--- config.mk ---
export PLATFORM = sky130hd
export DESIGN_NAME = pswd_top
export DESIGN_NICKNAME = d
export VERILOG_FILES = /design/src/pswd_pkg.sv /design/src/pswd_strobe_sync.sv /design/src/pswd_top.sv
export VERILOG_INCLUDE_DIRS = /design/src
export SDC_FILE = /design/constraint.sdc
export NUM_CORES = 1
export LEC_CHECK = 0
export BUFFER_PORTS_ARGS = -buffer_cell sky130_fd_sc_hd__buf_2
export CAP_MARGIN = 20
export CORE_MARGIN = 2
export CORE_UTILIZATION = 60
export CTS_CLUSTER_DIAMETER = 40
export DETAILED_ROUTE_END_ITERATION = 8
export PLACE_DENSITY = 0.77
export SLEW_MARGIN = 20
export SYNTH_ARGS = -nofsm -noshare
export SYNTH_HDL_FRONTEND = slang
export SYNTH_SLANG_ARGS = --single-unit
--- constraint.sdc ---
create_clock -name mclk -period 2.97 [get_ports mclk]
set_input_delay 0.4455 -clock mclk [delete_from_list [all_inputs] [get_ports mclk]]
set_output_delay 0.4455 -clock mclk [all_outputs]
set_load 0.005 [all_outputs]
--- src/pswd_map.svh ---
/*
 holds the constants of the pin strobe watchdog: timeout figures,
 clock rate, the derived tick cycle count and the default period select code.
 assumes a 125 MHz mclk; included by its bare name.
*/
`ifndef PSWD_MAP_SVH
`define PSWD_MAP_SVH

`define PSWD_CLK_MHZ        125
// prescaler tick of 1 us keeps the period counter narrow
`define PSWD_TICK_NS        1000
`define PSWD_TICK_CYC       (`PSWD_TICK_NS * `PSWD_CLK_MHZ / 1000)
// watchdog periods, typical, in us
`define PSWD_PER0_US        6300
`define PSWD_PER1_US        102000
`define PSWD_PER2_US        1600000
`define PSWD_PER3_US        25600000
// reset hold time, typical, in us
`define PSWD_HOLD_US        200000
`define PSWD_SEL_DEFAULT    2'h2

`endif

--- src/pswd_pkg.sv ---
/*
 holds the types of the pin strobe watchdog.
 assumes pswd_map.svh for its numbers.
*/
`default_nettype none
package pswd_pkg;
	typedef enum logic [1:0] {
		PSWD_IDLE    = 2'b00,
		PSWD_WATCH   = 2'b01,
		PSWD_HOLD    = 2'b10
	} pswd_state_e;

	typedef logic [1:0]  pswd_sel_t;
	typedef logic [24:0] pswd_cnt_t;
	typedef logic [6:0]  pswd_pre_t;

	typedef struct packed {
		logic        sync1;
		logic        sync2;
		logic        sync3;
	} pswd_sync_s;

	typedef struct packed {
		pswd_state_e state;
		pswd_pre_t   pre;
		pswd_cnt_t   cnt;
		logic        rst_out;
		logic        rst_out_n;
		logic        pullup_en;
		logic        timeout;
	} pswd_core_s;
endpackage
`default_nettype wire

--- src/pswd_strobe_sync.sv ---
/*
 synchroniser and edge detector for the strobe pin.
 assumes the pin may change at any time relative to mclk.
*/
`timescale 1ns/1ns
`default_nettype none
module pswd_strobe_sync
(
	// clock and reset
	input  wire logic mclk,
	input  wire logic rst,
	// pin
	input  wire logic watchdog_strobe_input,
	// edges, one cycle each
	output logic      fall_pulse,
	output logic      any_pulse
);
	import pswd_pkg::*;

	pswd_sync_s sync_reg;
	pswd_sync_s sync_next;

	always_comb
	begin
		sync_next       = sync_reg;
		sync_next.sync1 = watchdog_strobe_input;
		sync_next.sync2 = sync_reg.sync1;
		sync_next.sync3 = sync_reg.sync2;
	end

	// reset to high: pull-up holds the pin high while idle
	always_ff @(posedge mclk)
	begin
		if (rst)
			sync_reg <= '{sync1: 1'b1, sync2: 1'b1, sync3: 1'b1};
		else
			sync_reg <= sync_next;
	end

	assign fall_pulse = sync_reg.sync3 & ~sync_reg.sync2;
	assign any_pulse  = sync_reg.sync3 ^ sync_reg.sync2;
endmodule
`default_nettype wire

--- src/pswd_top.sv ---
/*
 pin strobe watchdog of a supply supervisor: arms on the first
 falling strobe edge, restarts on every edge, forces reset on timeout.
 assumes manual and power-on requests arrive already filtered and
 synchronous to mclk; rst stands for power-on reset.
*/
`timescale 1ns/1ns
`default_nettype none
`include "pswd_map.svh"

////////////////////////////////////////////////////////////////////////
module pswd_top
#(
	parameter pswd_pkg::pswd_sel_t PERIOD_SEL = `PSWD_SEL_DEFAULT,
	parameter int unsigned         HOLD_US    = `PSWD_HOLD_US,
	parameter int unsigned         TICK_CYC   = `PSWD_TICK_CYC
)
(
	// clock and reset
	input  wire logic mclk,
	input  wire logic rst,
	// strobe pin and its pull-up control
	input  wire logic watchdog_strobe_input,
	output logic      strobe_pullup_en,
	// manual reset request, active high, already filtered
	input  wire logic manual_reset_req,
	// reset outputs
	output logic      sys_reset,
	output logic      sys_reset_n,
	// one-cycle pulse on watchdog timeout
	output logic      timeout_pulse
);
	import pswd_pkg::*;

	////////////////////////////////////////////////////////////////////
	// period selection

	// returns the period in 1 us ticks for a select code
	function automatic pswd_cnt_t period_ticks(input pswd_sel_t sel);
		unique case (sel)
			2'h0: period_ticks = pswd_cnt_t'(`PSWD_PER0_US);
			2'h1: period_ticks = pswd_cnt_t'(`PSWD_PER1_US);
			2'h2: period_ticks = pswd_cnt_t'(`PSWD_PER2_US);
			2'h3: period_ticks = pswd_cnt_t'(`PSWD_PER3_US);
		endcase
	endfunction

	// typical figure used; lies inside the guaranteed window
	localparam pswd_cnt_t PERIOD = period_ticks(PERIOD_SEL);
	localparam pswd_cnt_t HOLD   = pswd_cnt_t'(HOLD_US);
	localparam pswd_pre_t PRE_LAST = pswd_pre_t'(TICK_CYC - 1);

	////////////////////////////////////////////////////////////////////
	// strobe edges

	logic fall_pulse;
	logic any_pulse;

	pswd_strobe_sync u_sync
	(
		.mclk                  (mclk),
		.rst                   (rst),
		.watchdog_strobe_input (watchdog_strobe_input),
		.fall_pulse            (fall_pulse),
		.any_pulse             (any_pulse)
	);

	////////////////////////////////////////////////////////////////////
	// core state

	pswd_core_s core_reg;
	pswd_core_s core_next;
	logic       tick;

	assign tick = (core_reg.pre == PRE_LAST);

	always_comb
	begin
		core_next         = core_reg;
		core_next.timeout = 1'b0;
		core_next.pre     = tick ? '0 : pswd_pre_t'(core_reg.pre + 1'b1);
		unique case (core_reg.state)
			PSWD_IDLE:
			begin
				core_next.pullup_en = 1'b1;
				if (manual_reset_req)
				begin
					core_next.state = PSWD_HOLD;
					core_next.cnt   = HOLD;
					core_next.pre   = '0;
				end
				else if (fall_pulse)
				begin
					core_next.state     = PSWD_WATCH;
					core_next.pullup_en = 1'b0;
					core_next.cnt       = PERIOD;
					core_next.pre       = '0;
				end
			end
			PSWD_WATCH:
			begin
				if (manual_reset_req)
				begin
					core_next.state     = PSWD_HOLD;
					core_next.pullup_en = 1'b1;
					core_next.cnt       = HOLD;
					core_next.pre       = '0;
				end
				else if (any_pulse)
				begin
					// edge reload wins over an expiry in the same cycle
					core_next.cnt = PERIOD;
					core_next.pre = '0;
				end
				else if (tick)
				begin
					if (core_reg.cnt == pswd_cnt_t'(1))
					begin
						core_next.state     = PSWD_HOLD;
						core_next.timeout   = 1'b1;
						core_next.pullup_en = 1'b1;
						core_next.cnt       = HOLD;
					end
					else
						core_next.cnt = pswd_cnt_t'(core_reg.cnt - 1'b1);
				end
			end
			PSWD_HOLD:
			begin
				core_next.pullup_en = 1'b1;
				if (manual_reset_req)
				begin
					core_next.cnt = HOLD;
					core_next.pre = '0;
				end
				else if (tick)
				begin
					if (core_reg.cnt == pswd_cnt_t'(1))
						core_next.state = PSWD_IDLE;
					else
						core_next.cnt = pswd_cnt_t'(core_reg.cnt - 1'b1);
				end
			end
			default:
				core_next.state = PSWD_IDLE;
		endcase
		core_next.rst_out   = (core_next.state == PSWD_HOLD);
		core_next.rst_out_n = ~core_next.rst_out;
	end

	// rst acts as power-on reset: disabled, pull-up on
	always_ff @(posedge mclk)
	begin
		if (rst)
		begin
			core_reg           <= '0;
			core_reg.state     <= PSWD_IDLE;
			core_reg.pullup_en <= 1'b1;
			core_reg.rst_out_n <= 1'b1;
		end
		else
			core_reg <= core_next;
	end

	assign strobe_pullup_en = core_reg.pullup_en;
	assign sys_reset        = core_reg.rst_out;
	assign sys_reset_n      = core_reg.rst_out_n;
	assign timeout_pulse    = core_reg.timeout;

	////////////////////////////////////////////////////////////////////
	// checks

	property p_arm_on_fall;
		@(posedge mclk) disable iff (rst)
		core_reg.state == PSWD_IDLE && fall_pulse && !manual_reset_req
		|=> core_reg.state == PSWD_WATCH && !strobe_pullup_en;
	endproperty
	a_arm_on_fall: assert property (p_arm_on_fall)
		else $error("watchdog did not arm on falling edge");

	property p_idle_stays;
		@(posedge mclk) disable iff (rst)
		core_reg.state == PSWD_IDLE && !fall_pulse && !manual_reset_req
		|=> core_reg.state == PSWD_IDLE;
	endproperty
	a_idle_stays: assert property (p_idle_stays)
		else $error("watchdog left idle without a falling edge");

	property p_edge_reload;
		@(posedge mclk) disable iff (rst)
		core_reg.state == PSWD_WATCH && any_pulse && !manual_reset_req
		|=> core_reg.cnt == PERIOD && core_reg.pre == '0;
	endproperty
	a_edge_reload: assert property (p_edge_reload)
		else $error("strobe edge did not restart the timeout");

	property p_timeout_reset;
		@(posedge mclk) disable iff (rst)
		timeout_pulse |-> sys_reset && !sys_reset_n
			&& $past(core_reg.state) == PSWD_WATCH;
	endproperty
	a_timeout_reset: assert property (p_timeout_reset)
		else $error("timeout without active reset outputs");

	property p_manual_disable;
		@(posedge mclk) disable iff (rst)
		manual_reset_req |=> core_reg.state == PSWD_HOLD && sys_reset;
	endproperty
	a_manual_disable: assert property (p_manual_disable)
		else $error("manual reset did not disable the watchdog");

	property p_pullup_idle;
		@(posedge mclk) disable iff (rst)
		core_reg.state != PSWD_WATCH |-> strobe_pullup_en;
	endproperty
	a_pullup_idle: assert property (p_pullup_idle)
		else $error("pull-up off while watchdog disabled");

	property p_pullup_watch;
		@(posedge mclk) disable iff (rst)
		core_reg.state == PSWD_WATCH |-> !strobe_pullup_en;
	endproperty
	a_pullup_watch: assert property (p_pullup_watch)
		else $error("pull-up on while watchdog enabled");

	property p_hold_stable;
		@(posedge mclk) disable iff (rst)
		$rose(sys_reset) |=> sys_reset [*8];
	endproperty
	a_hold_stable: assert property (p_hold_stable)
		else $error("reset output released too early");

	property p_outputs_pair;
		@(posedge mclk) disable iff (rst)
		sys_reset == !sys_reset_n;
	endproperty
	a_outputs_pair: assert property (p_outputs_pair)
		else $error("reset outputs disagree");

	c_arm: cover property (@(posedge mclk) disable iff (rst)
		core_reg.state == PSWD_IDLE ##1 core_reg.state == PSWD_WATCH);
	c_timeout: cover property (@(posedge mclk) disable iff (rst)
		timeout_pulse);
	c_release: cover property (@(posedge mclk) disable iff (rst)
		$fell(sys_reset));
endmodule
`default_nettype wire

* Word level (Yosys, flattened, before mapping)
Cells that the tools add are included.
** Storage, ports and cells
- Output and inout bits :: 4
- Logic and storage cells :: 62
- Register bits :: 41
- Input port bits :: 4
** Operators by class
- Equality and inequality tests :: 12
- Add/sub/neg operators :: 2
- Mux-type cells :: 27
- Reduce and logical (&&, ||, !) cells :: 5
- Bitwise logic cells :: 6
** Operators with widths (number)
- 2-to-1 mux 25 bit :: 6
- 2-to-1 mux 34 bit :: 3
- case mux 32 bit (3 select lines) :: 1
- == test 25 x 1 -> 1 bit, second input constant :: 1
- subtractor 25 x 1 -> 25 bit, second input constant :: 1
- 2-to-1 mux 7 bit :: 3
- 2-to-1 mux 2 bit :: 9
- inequality test 3 bit, second input constant :: 6
- adder 7 x 1 -> 7 bit, second input constant :: 1
- == test 7 bit, second input constant :: 1
- case mux 2 bit (3 select lines) :: 1
- AND reduction 5 bit :: 1
- OR reduction 5 bit :: 1
- == test 2 bit, second input constant :: 2
- inequality test 4 bit, second input constant :: 1
- NOT 1 bit :: 4
- AND reduction 4 bit :: 1
- 2-to-1 mux 1 bit :: 3
- case mux 1 bit (3 select lines) :: 1
- nonzero test 3 bit :: 1
- == test 2 x 1 -> 1 bit, second input constant :: 1
- logical NOT 2 bit :: 1
- bitwise AND 1 bit :: 1
- XOR 1 bit :: 1

* Logic depth before layout (Yosys ltp)
- Word-level depth :: 8
- Mapped depth :: 10
- Gate-level depth less buffers :: 8

* Modules after synthesis
From an unflattened synthesis, not the netlist that was laid out.
** Second synthesis, totals
- Cell total of the unflattened synthesis :: 299
- Area total of the unflattened synthesis :: 2421.1 sq um
** Modules (own cells, without submodules)
- pswd_top :: area an instance 2322.2 sq um, sequential area each 760.7 sq um, cells each 290, instances 1
- pswd_strobe_sync :: area an instance 98.8 sq um, sequential area each 60.1 sq um, cells each 9, instances 1

* Worst setup path after synthesis
OpenSTA, ideal clock, no wires.
- Path kind :: reg-to-reg
- Start :: register u_sync.sync_reg, in the netlist u_sync.sync_next[0]
- End :: register core_reg[27] (netlist name)
- Buffers on the path :: 1
- Required time :: 2.901 ns
- Path slack :: 0.926 ns
- Period minus slack after synthesis :: 2.044 ns
- Stages on the path, launching flop included :: 10
- Data arrival time :: 1.975 ns
- Cell sequence :: dfxtp_1 > inv_1 > ha_1 > buf_2 > nand2_1 > a2bb2oi_2 > o21a_2 > nand3_2 > or4_1 > o21ai_1
** On the way
- Word-level cells in the longest chain between the ends :: 4
- Elaborated cells on any way between the ends :: 9
- Classes of those cells :: 2 x eq/ne; 3 x mux; 3 x bitwise; 1 x reduce/logical
** RTL lines
- from (decl) :: RTL line pswd_strobe_sync.sv:20 : pswd_sync_s sync_reg;
- from (signal assigned) :: RTL line pswd_strobe_sync.sv:35 : sync_reg <= '{sync1: 1'b1, sync2: 1'b1, sync3: 1'b1};
- from (signal assigned) :: RTL line pswd_strobe_sync.sv:37 : sync_reg <= sync_next;
- XOR 1 bit or NOT 1 bit (tied branches) :: RTL line pswd_strobe_sync.sv:41, pswd_strobe_sync.sv:40
- 2-to-1 mux 25 bit or bitwise AND 1 bit (tied branches) :: RTL line pswd_top.sv:109, pswd_strobe_sync.sv:40
- 2-to-1 mux 34 bit or inequality test 3 bit (tied branches)
- case mux 32 bit (3 select lines) or AND reduction 5 bit (tied branches)
- to (signal assigned) :: RTL line pswd_top.sv:162 : core_reg <= core_next;
- to (decl) :: RTL line pswd_top.sv:71 : pswd_core_s core_reg;
Parallel ways exist; a longest one is shown, timed or not.
A chain may end at the register's enable or synchronous reset.

* Final worst setup path
- Start :: register u_sync.sync_reg, in the netlist u_sync.sync_next[0]
- End :: register core_reg[9] (netlist name)
The elaborated chain is that of the path after synthesis.

==> out/qor.yml <==
run_status:
  outcome: "finished clean"
placement:
  place_area_um2: 2580
  port_buffers: 7
  post-dp-hpwl_um: 4610
  dp_cells: 360
  gp_congestion: 0.978
  pre_cts_slack_ps: 700
clock_network:
  cts_buffer_depth: 2
  hold_buffers: 0
  clkSinkCount: 41
  clkLatencyLatePin_ps: 300
  root_buffer: "clkbuf_8"
  cts_made_buffers: 5
  cts_setup_buffers: 0
  clkTransAtPathRegs_ps: 80
  cts_tree: "done"
  post_cts_resized: 0
  htree_levels: 2
route:
  vias: 2446
  avgRoutedWirePerCell_um: 17.2
  viasPerCell: 6.65
  dr.pass1.iters: 5
  drc: 0
  ant_nets: 0
  drt-total-wl_um: 6350
  drtIter0Drc: 285
sta:
  worst_slack_ps: 647
  relSlewSlack_pct: 49.4
  period_share_pct: 78.2
  fin_worst_skew_ps: 5.58
  rsz0062_at_grt: "no"
  fmax_mhz: 431
  hold_viol: 0
  drv_slew: 0
  finalSetupViolations: 0
  final.setup.tns_ps: 0
  fin_crit_ps: 2320
  tightest_slew_ps: 758
final_layout:
  ff_latch_area_um2: 821
  largest_reg_flops: 34
  design_area_um2: 2670
  syn_to_final_growth_pct: 5.39
  fillers: 360
  multiInputGateArea_um2: 1630
  final_cells: 368
  nets: 326
  drive_above_1_share_pct: 13.2
  antenna_cells: 0
power_and_ir_drop:
  ir_drop_mv: 0.322
  powerDensity_nw_per_um2: 509
  power.leakage_nw: 0.958
  total_power_mw: 1.36
floorplan:
  start_util_pct: 62.8
  io_pins: 8
  dieArea_um2: 4750
  coreArea_um2: 4030
  std_cell_rows: 23
  die_w_um: 68.9
  fp.dieH_um: 68.9
yosys:
  synth_top_area_share_pct: 32.5
  synth_enable_flop_cells: 0
  netlist_area_um2: 2530
  synth.distinct_cells: 65
  synth_top_family_by_area: "simple AND/OR/NAND/NOR gates"
  ys_seq_elements: 41
  synth_xor_area_share_pct: 2.77
  ys.warnings.count: 0
  muxShareOfSynthArea_pct: 0.396
  syn_nets: 322
  yosys.area.top_type: "dfxtp_1"
  synth.avg_cell_area_um2: 8.08
  synth_ff_type: "dfxtp_1"
  synth_fa_ha_area_share_pct: 2.47
  synth.top_cells.by_area: "dfxtp_1 (32%), nor2_1 (5.8%), a21oi_1 (4.4%)"
  synth_cells: 313
  yosysSeqAreaShare_pct: 32.5
  synth-compound-area-share_pct: 23.9
  synthSimpleGateAreaFrac_pct: 34.9
  async_reset_ff_share_pct: 0
setup_path:
  crit_required_ps: 3180
  critPathKind: "reg2reg"
  max_stage_delay_ps: 410
  cp_num_buf_inv: 1
  arrival_ps: 2530
  critPathTopFamily: "simple AND/OR/NAND/NOR gates"
  crit_chain: "inv_1, ha_1, nand2_1, a2bb2oi_2, o21a_2, nand2_1, or2_2, o31ai_1"
  cpMostUsedCell: "nand2_1"
  crit_slowest_cell: "ha_1"
  end_kind: "flip-flop"
  worstPathMaxFanout: 12
  cp-start-kind: "flip-flop"
grt:
  grt_pass1_vias: 2060
  grt_overflow_total: 0
  grt_usage_pct: 29.1
  grt_pass1_wl_um: 10200
  grt_max_degree: 24
  grt_antenna_before_repair: 0
hold_path:
  hold_class: "in2reg"
flow_run:
  maxCapViolations: 0
==> path summary, 6_finish.rpt <==
| kind | to | from | depth (start not counted) | slack, ps |
|---|---|---|---|---|
| max | core_reg[9] | u_sync.sync_next[0] | 8 | 650 |
| min | u_sync.sync_next[1] | watchdog_strobe_input | 2 | 320 |
| max reg2reg | core_reg[9] | u_sync.sync_next[0] | 8 | 650 |
| min reg2reg | u_sync.sync_next[0] | u_sync.sync_next[1] | 1 | 420 |
==> placed cells by master (no fill, tap or decap), types with 3 or more instances in the layout <==
cell | Yosys | routed
o31ai_1 | 6 | 6
and2_1 | 5 | 5
buf_2 | 5 | 7
nor3_4 | 3 | 3
o21ai_1 | 7 | 7
xor2_1 | 4 | 4
nand4_1 | 7 | 7
or2_2 | 3 | 3
ha_1 | 5 | 5
clkbuf_8 | 0 | 5
a21oi_1 | 22 | 22
dfxtp_1 | 41 | 41
nor4_2 | 3 | 3
nor4_1 | 10 | 10
and3_1 | 3 | 3
nand2_1 | 21 | 21
nand2b_1 | 6 | 6
o21ai_0 | 17 | 17
or3_1 | 3 | 3
nor2_1 | 39 | 39
o22ai_1 | 3 | 3
nand4b_1 | 3 | 3
a31oi_1 | 6 | 6
nor2b_1 | 3 | 3
nand3_1 | 7 | 7
xnor2_1 | 4 | 4
inv_1 | 7 | 7
nor3_1 | 17 | 17
==> through the flow <==
step	utilization, %	hold WS, ps
2_1_floorplan	-	389
6_report	66.1	324
3_3_place_gp	64.1	392
3_5_place_dp	64.1	404
5_1_grt	66.1	323
4_1_cts	66.1	325
==> cells in the mapped netlist (2+ instances only) <==
cell type / count
nand4b_1: 3
nand2b_1: 6
a21oi_1: 22
nor4_2: 3
ha_1: 5
dfxtp_1: 41
xnor2_1: 4
o2bb2ai_1: 2
nand3_1: 7
o32ai_1: 2
a21oi_2: 2
nand4_1: 7
or4_4: 2
clkbuf_1: 5
inv_1: 7
a21o_1: 2
o22ai_1: 3
a2bb2oi_1: 2
o211a_1: 2
nor2b_1: 3
buf_2: 5
nor4_1: 10
o31ai_1: 6
a311o_1: 2
nor3b_1: 2
o41ai_1: 2
and2_1: 5
or3_1: 3
nand2_1: 21
nor3_4: 3
nor2_1: 39
and3_1: 3
xor2_1: 4
or2_2: 3
o21ai_1: 7
nor3_1: 17
nor3_2: 2
a31oi_1: 6
o21ai_0: 17
==> logic make-up (layout without fill, tap and decap cells) <==
kind of cell | Yosys count | after routing
and+or+nand+nor | 150 | 150
AOI/OAI and AO/OA | 90 | 90
DFF | 41 | 41
buffers and inverters | 18 | 23
xor gates and xnor gates | 8 | 8
adders and majority gates | 5 | 5
muxes | 1 | 1
==> where the power goes <==
group,internal (mW),switching [mW]
sequential,0.577,0.0433
clock,0.163,0.193
combinational,0.132,0.249
total,0.872,0.485
==> routing by layer <==
metal / global-route usage, % / share of wire [%] / up-vias
met2: 43.4 / 44 / 142
li1: - / - / 1179
met3: 5.36 / 7.9 / 15
met5: 0 / 0 / -
met1: 42.8 / 46 / 1110
met4: 7.84 / 1.9 / 0
==> layout make-up <==
| cell class | count | share of cell area (%) |
|---|---|---|
| clock buffer | 6 | 2.72 |
| clock inverter | 2 | 0.376 |
| inverter | 7 | 0.986 |
| multi-input combinational | 254 | 61.2 |
| sequential | 41 | 30.8 |
| tap | 50 | 2.35 |
| timing repair buffer | 8 | 1.60 |
No activity file was read; power rests on OpenSTA's default activity.
